$ cat config.mk
export PLATFORM = sky130hd
export DESIGN_NAME = erf_filter_cfg
export DESIGN_NICKNAME = d
export VERILOG_FILES = /design/src/verilog/erf_pkg.sv /design/src/verilog/erf_filter_cfg.sv
export SDC_FILE = /design/constraint.sdc
export NUM_CORES = 1
export LEC_CHECK = 0
export ABC_AREA = 1
export BUFFER_PORTS_ARGS = -buffer_cell sky130_fd_sc_hd__clkbuf_2
export CAP_MARGIN = 20
export CORE_MARGIN = 2
export CORE_UTILIZATION = 44
export CTS_BUF_LIST = sky130_fd_sc_hd__clkbuf_8
export CTS_CLUSTER_SIZE = 16
export DETAILED_ROUTE_END_ITERATION = 6
export PLACE_DENSITY = 0.94
export SYNTH_ARGS = -nofsm -noshare
export SYNTH_HDL_FRONTEND = slang
export SYNTH_SLANG_ARGS = --single-unit
$ cat constraint.sdc
create_clock -name clk -period 1.2 [get_ports clk]
set_input_delay 0.12 -clock clk [delete_from_list [all_inputs] [get_ports clk]]
set_output_delay 0.12 -clock clk [all_outputs]
set_load 0.03 [all_outputs]
$ cat src/verilog/erf_pkg.sv
package erf_pkg;
  // Register map
  localparam logic [11:0] ERF_RXFC_OFS = 12'h000;
  localparam logic [11:0] ERF_STAT_OFS = 12'h004;
  localparam logic [11:0] ERF_CTRL_OFS = 12'h008;
  // Field positions in receive_filter_config
  localparam int ERF_HASH_BIT = 15;
  localparam int ERF_WAKE_BIT = 14;
  localparam int ERF_INV_BIT = 12;
  localparam int ERF_MODE_LSB = 8;
  localparam int ERF_MODE_W = 4;
  localparam int ERF_LOW_W = 8;
  // Writable bits: 15,14,12,11..0
  localparam logic [31:0] ERF_RXFC_MASK = 32'h0000_dfff;
  localparam logic [31:0] ERF_RXFC_RST = 32'h0000_0000;
  // Control register: receive_on at bit 0
  localparam int ERF_RXON_BIT = 0;
  // Status register bit positions
  localparam int ERF_ST_MATCH = 0;
  localparam int ERF_ST_VALID = 1;
  localparam int ERF_ST_HASH = 2;
  localparam int ERF_ST_WAKE = 3;
  localparam logic [31:0] ERF_ZERO = 32'h0000_0000;
  // Pattern modes
  localparam logic [3:0] ERF_PM_OFF = 4'h0;
  localparam logic [3:0] ERF_PM_CSUM = 4'h1;
  localparam logic [3:0] ERF_PM_STA0 = 4'h2;
  localparam logic [3:0] ERF_PM_STA1 = 4'h3;
  localparam logic [3:0] ERF_PM_UNI0 = 4'h4;
  localparam logic [3:0] ERF_PM_UNI1 = 4'h5;
  localparam logic [3:0] ERF_PM_BC0 = 4'h6;
  localparam logic [3:0] ERF_PM_BC1 = 4'h7;
  localparam logic [3:0] ERF_PM_HASH = 4'h8;
  localparam logic [3:0] ERF_PM_WAKE = 4'h9;
endpackage
$ cat src/verilog/erf_filter_cfg.sv
// Behaviour
// - Hash filtering only while hash_filter_on set
// - Wake-frame filtering only while wake_frame_filter_on set
// - Checksum condition is invert XOR equal
// - Mode zero: match always unsuccessful
// - Mode one: checksum condition alone
// - Modes two/three: plus station address
// - Modes four/five: plus unicast address
// - Modes six/seven: plus broadcast address
// - Mode eight: plus hash hit, ignoring enable
// - Mode nine: plus wake frame, ignoring enable
// - Bits 31-16 and 13 read zero
// - Configuration affects receive path only
`timescale 1ns/1ps
module erf_filter_cfg
  import erf_pkg::*;
(
  input wire logic clk,
  input wire logic rst_n,
  input wire logic psel,
  input wire logic penable,
  input wire logic pwrite,
  input wire logic [11:0] paddr,
  input wire logic [31:0] pwdata,
  output logic [31:0] prdata,
  output logic pready,
  output logic pslverr,
  input wire logic frameDone,
  input wire logic csumEqual,
  input wire logic daStation,
  input wire logic daUnicast,
  input wire logic daBroadcast,
  input wire logic hashHit,
  input wire logic wakeFrame,
  output logic receiveOn,
  output logic matchValid,
  output logic patternMatchOk,
  output logic hashPass,
  output logic wakePass,
  output logic [ERF_LOW_W-1:0] lowFilterEn
);

  // Configuration register and receive enable
  logic [31:0] cfg_q;
  logic [31:0] cfg_d;
  logic rxOn_q;
  logic rxOn_d;

  // Bus answer registers
  logic [31:0] rdata_q;
  logic [31:0] rdata_d;
  logic ready_q;
  logic ready_d;
  logic err_q;
  logic err_d;

  // Per-frame result registers
  logic valid_q;
  logic valid_d;
  logic match_q;
  logic match_d;
  logic hash_q;
  logic hash_d;
  logic wake_q;
  logic wake_d;

  // Bus phase and address decode
  logic setupPhase;
  logic accessEnd;
  logic selCfg;
  logic selStat;
  logic selCtrl;
  logic hit;
  logic cfgWrite;
  logic ctrlWrite;

  // Words offered to the read multiplexer
  logic [31:0] cfgWord;
  logic [31:0] statWord;
  logic [31:0] ctrlWord;
  logic [31:0] readWord;

  // Configuration fields
  logic [ERF_MODE_W-1:0] mode;
  logic invertOn;
  logic hashOn;
  logic wakeOn;

  // Pattern match terms
  logic csumOk; // Checksum condition after inversion
  logic classOk; // Frame class wanted by the mode
  logic modeOk;
  logic hashGate;
  logic wakeGate;

  // Answer is registered at setup, so the access phase never waits;
  // the ready term keeps a held setup from being answered twice
  assign setupPhase = psel && !penable && !ready_q;
  // Completing edge: pready seen high together with psel and penable
  assign accessEnd = psel && penable && ready_q;

  // Address decode; whole words only, no byte strobes
  assign selCfg = (paddr == ERF_RXFC_OFS);
  assign selStat = (paddr == ERF_STAT_OFS);
  assign selCtrl = (paddr == ERF_CTRL_OFS);
  assign hit = selCfg || selStat || selCtrl;

  // Refused writes still get pready; software must read back
  // to learn whether the value landed
  // config frozen while receiving
  assign cfgWrite = accessEnd && pwrite && selCfg && !rxOn_q;
  // Receive enable itself is always writable
  assign ctrlWrite = accessEnd && pwrite && selCtrl;

  // Field views of the configuration; bits 7:0 are only passed on
  assign mode = cfg_q[ERF_MODE_LSB +: ERF_MODE_W];
  assign invertOn = cfg_q[ERF_INV_BIT];
  assign hashOn = cfg_q[ERF_HASH_BIT];
  assign wakeOn = cfg_q[ERF_WAKE_BIT];

  assign cfgWord = cfg_q & ERF_RXFC_MASK;

  // Status word: results of the last frame
  // Valid reads high only if a frame ends in the cycle before setup
  always_comb begin
    statWord = ERF_ZERO;
    statWord[ERF_ST_MATCH] = match_q;
    statWord[ERF_ST_VALID] = valid_q;
    statWord[ERF_ST_HASH] = hash_q;
    statWord[ERF_ST_WAKE] = wake_q;
  end

  // Control word: only the receive enable is kept
  // Other control bits are not stored and read zero
  always_comb begin
    ctrlWord = ERF_ZERO;
    ctrlWord[ERF_RXON_BIT] = rxOn_q;
  end

  // Read multiplexer; unmapped addresses read zero
  // Priority order is moot, the selects are exclusive
  always_comb begin
    readWord = ERF_ZERO;
    if (selCfg) begin
      readWord = cfgWord;
    end else if (selStat) begin
      readWord = statWord;
    end else if (selCtrl) begin
      readWord = ctrlWord;
    end
  end

  // Bus answer: status is snapshotted at setup, so a frame ending in
  // the access cycle shows up on the next read only
  always_comb begin
    rdata_d = ERF_ZERO;
    ready_d = 1'h0;
    err_d = 1'h0;
    if (setupPhase) begin
      ready_d = 1'h1;
      err_d = !hit; // Unmapped address: error, write dropped
      if (!pwrite) begin
        rdata_d = readWord;
      end
    end
  end

  // Configuration next state; writes land on the completing edge
  always_comb begin
    cfg_d = cfg_q;
    rxOn_d = rxOn_q;
    if (cfgWrite) begin
      cfg_d = pwdata & ERF_RXFC_MASK;
    end
    if (ctrlWrite) begin
      rxOn_d = pwdata[ERF_RXON_BIT];
    end
  end

  // Inversion lets software wake on anything but a known pattern
  // invert xor equal
  assign csumOk = invertOn ^ csumEqual;

  // Frame class demanded by each mode
  // Reserved codes fall to the default arm, so unique never sees a miss
  always_comb begin
    unique case (mode)
      ERF_PM_OFF: begin
        classOk = 1'h0;
      end
      ERF_PM_CSUM: begin
        classOk = 1'h1;
      end
      ERF_PM_STA0, ERF_PM_STA1: begin
        classOk = daStation;
      end
      ERF_PM_UNI0, ERF_PM_UNI1: begin
        classOk = daUnicast;
      end
      ERF_PM_BC0, ERF_PM_BC1: begin
        classOk = daBroadcast;
      end
      ERF_PM_HASH: begin
        classOk = hashHit;
      end
      ERF_PM_WAKE: begin
        classOk = wakeFrame;
      end
      // Codes ten and up are reserved: never a match
      default: begin
        classOk = 1'h0;
      end
    endcase
  end

  // Checksum condition qualified by the class
  assign modeOk = csumOk && classOk;

  // A disabled filter passes every frame, so the accept logic
  // never rejects on a test that software turned off
  // hash filter gated
  assign hashGate = hashOn ? hashHit : 1'h1;
  assign wakeGate = wakeOn ? wakeFrame : 1'h1;

  // Per-frame results, held until the next frame ends
  // matchValid is a one-cycle pulse; the results themselves stand
  always_comb begin
    valid_d = 1'h0;
    match_d = match_q;
    hash_d = hash_q;
    wake_d = wake_q;
    if (frameDone) begin
      valid_d = 1'h1;
      match_d = modeOk;
      hash_d = hashGate;
      wake_d = wakeGate;
    end
  end

  // Configuration registers
  // Reset leaves every filter off and reception disabled
  always_ff @(posedge clk) begin
    if (!rst_n) begin
      cfg_q <= ERF_RXFC_RST;
      rxOn_q <= 1'h0;
    end else begin
      cfg_q <= cfg_d;
      rxOn_q <= rxOn_d;
    end
  end

  // Bus answer registers
  // pready, prdata and pslverr stand for exactly one cycle
  always_ff @(posedge clk) begin
    if (!rst_n) begin
      rdata_q <= ERF_ZERO;
      ready_q <= 1'h0;
      err_q <= 1'h0;
    end else begin
      rdata_q <= rdata_d;
      ready_q <= ready_d;
      err_q <= err_d;
    end
  end

  // Per-frame result registers
  // Results clear on reset; a status read then shows no frame seen
  always_ff @(posedge clk) begin
    if (!rst_n) begin
      valid_q <= 1'h0;
      match_q <= 1'h0;
      hash_q <= 1'h0;
      wake_q <= 1'h0;
    end else begin
      valid_q <= valid_d;
      match_q <= match_d;
      hash_q <= hash_d;
      wake_q <= wake_d;
    end
  end

  // Bus outputs
  assign prdata = rdata_q;
  assign pready = ready_q;
  assign pslverr = err_q;

  assign receiveOn = rxOn_q;
  assign matchValid = valid_q;
  assign patternMatchOk = match_q;
  assign hashPass = hash_q;
  assign wakePass = wake_q;

  // Lower enables passed on untouched
  assign lowFilterEn = cfg_q[ERF_LOW_W-1:0];

endmodule // erf_filter_cfg

==> results.toml <==
[floorplanning]
io_pins = 103
floorplan.die_area_um2 = 4260
die_width_um = 65.3
initial_cell_density_of_the_core_pct = 45.5
num_rows = 22
floorplan.core_area_um2 = 3630
die_height_um = 65.3

[grt]
grt_usage_pct = 17.4
grt_first_pass_wirelength_um = 5710
first_global_vias = 1429
grt_start_max_net_pins = 21
initial_antenna_violation_count = 0
globalRoute.totalOverflow = 0

[timing]
final_report_max_slew_violation_count = 0
share_of_the_cycle_needed_by_the_critical_path_after_routing_pct = 102
final.setup_skew_ns = 0.00717
rsz_0062_raised_after_global_routing = "true"
timing.fmax_mhz = 819
hold_violations = 0
final.setup.worst_slack_ns = -0.0211
hold-worst-slack_ns = 0.0595
finalWorstPathRequiredPeriod_ns = 1.22
timing.final.setup_violations = 7

[routing]
drtPass1Iterations = 4
detail_route.vias_per_cell = 4.35
routed_wirelength_um = 3620
ant_nets = 0
drt-initial-drc-count = 85
detail_route.wl_per_cell_um = 10.3
drcViolationCount = 0
route.vias.total = 1532

[power_and_ir_drop]
power.density_cell_area_nw_per_um2 = 1190
ir_worst_vdd_mv = 0.839
leakage_nw = 1.16

[setup_path]
crit_arrival_ns = 1.43
critical_path.startpoint_type = "register"
setup.worst_path.end_class = "register"
critical_path_class = "reg -> reg"
timing.critical_path.required_ns = 1.41
worstPathMaxFanout = 3

[place]
place_hpwl_um = 2710
gp_congestion = 0.831
dp_slack_ns = -0.0366
placed_standard_cell_area_um2 = 1970
io_buffer_count = 68

[yosys]
synth.ff_latch_count = 37
synthCells = 232
postSynthAreaPerCell_um2 = 7.12
synthesis.yosys.warnings = 0
yosysUniqueCellTypes = 21
syn-cell-area_um2 = 1650
sequential_to_total_area_share_from_yosys_stat_pct = 44.8

[layout]
drive_above_1_share_pct = 34.5
finalNetCount = 359
layout.filler_cells = 369
commonest_non_fill_non_tap_cells_in_the_layout = "68 x clkbuf_2, 53 x nor2_1, 44 x nand2_1, 36 x dfxtp_1, 25 x inv_1"
antennaDiodeCount = 0
area.growth.synth_to_final_pct = 30.8
fin_area_um2 = 2160
mostFrequentLayoutCell = "clkbuf_2"

[clocking]
clock_tree.buffer_depth = 2
clock_network_latency_to_the_later_pin_of_the_worst_skew_pair_ns = 0.28
deepest_level_of_the_cts_h_tree = 2
clk_pin_slew_worst_paths_ns = 0.08
clockRootBuffer = "clkbuf_8"
clock-sinks = 37
tritoncts.num_buffers = 5
cts_tree = "yes"

[outcome]
failed_checks = "setup timing"
run_status = "complete, but fails checks"

[worst_hold_path]
hold_class = "in -> reg"

[run]
cap_violations = 0
==> path summary, 6_finish.rpt <==
path              startpoint        end  slack [ns]  cells past startpoint
setup / recovery      pready  prdata[1]       -0.02                      8
hold / removal     pwdata[4]   cfg_q[4]        0.06                      3
setup reg to reg      pready  prdata[1]       -0.02                      8
hold reg to reg    cfg_q[14]   wakePass        0.45                      1
==> registers in the layout (all words and copies together) (netlist names) <==
signal	flops
cfg_q	15
hashPass	1
matchValid	1
patternMatchOk	1
prdata	15
pready	1
pslverr	1
receiveOn	1
wakePass	1
==> worst max-delay path, cell delays in order, from the launching register on <==
cell and delay [ns]:
dfxtp_4 0.35, nor2_1 0.14, nand3_2 0.12, nor2_4 0.14
buf_6 0.12, inv_4 0.03, nor2_4 0.09, nand2_1 0.07
o21ai_1 0.09
==> Yosys cell counts <==
cell type	instances	area, µm²
a31oi_1	2	12.5
nor2_1	55	206
o211ai_1	1	7.51
dfxtp_1	37	741
o21ai_0	6	30.0
buf_6	2	22.5
buf_2	3	15.0
or2_4	1	8.76
nand3_1	9	45.0
nand3_2	1	10.0
clkbuf_1	1	3.75
inv_1	26	97.6
nor3_4	1	16.3
a21oi_1	4	20.0
nand2_1	52	195
o21a_1	1	7.51
nand4_1	1	6.26
nor2_2	1	6.26
buf_4	25	188
nor3_1	2	10.0
conb_1	1	3.75
==> area by class of cell <==
class	instances	area (µm²)	area share [%]
Multi-Input combinational cell	154	691	31.9
Tap cell	48	60.1	2.78
Clock buffer	6	82.6	3.82
Inverter	26	100	4.63
Clock inverter	2	37.5	1.74
Sequential cell	37	744	34.4
Timing Repair Buffer	79	447	20.7
==> routing by layer <==
metal  wire length, µm  up-vias  global-route usage, %  part of all wire, %
met2              1830       62                   32.3                   51
met1              1490      663                   19.1                   41
met4                43        0                   5.99                  1.2
met3               254        7                   4.28                  7.0
li1                  -      800                      -                    -
met5                 0        -                      0                    0
==> logic make-up after synthesis <==
| logic type | after synthesis | synth area share, % |
|---|---|---|
| simple gates | 123 | 30.5 |
| buf+inv | 57 | 19.8 |
| flops | 37 | 44.8 |
| compound gates | 14 | 4.69 |
| other cells | 1 | 0.227 |
==> what timing repair did <==
item                       4_1_cts  5_1_grt
hold buffers                     0        0
setup endpoints to repair       16       28
setup buffers                    1        1
gates cloned                     0        0
gates resized for setup          5       15
pin swaps                        3        5
==> stage by stage <==
step                      power (mW)  std cells  setup TNS, ns  utilization (%)
after floorplan                 1.44        248              0                -
after global placement          1.49        342              0             54.2
after detailed placement        1.49        342         -0.193             54.2
after CTS                       2.60        351        -0.0451             58.1
after global routing            2.66        352          -2.58             59.5
final                           2.58        352        -0.0548             59.5
==> report_power, final <==
part | internal, mW | switching [mW]
Clock | 0.675 | 0.432
Combinational | 0.0747 | 0.157
Sequential | 1.24 | 0.00669
(Power assumes the default switching activity.)
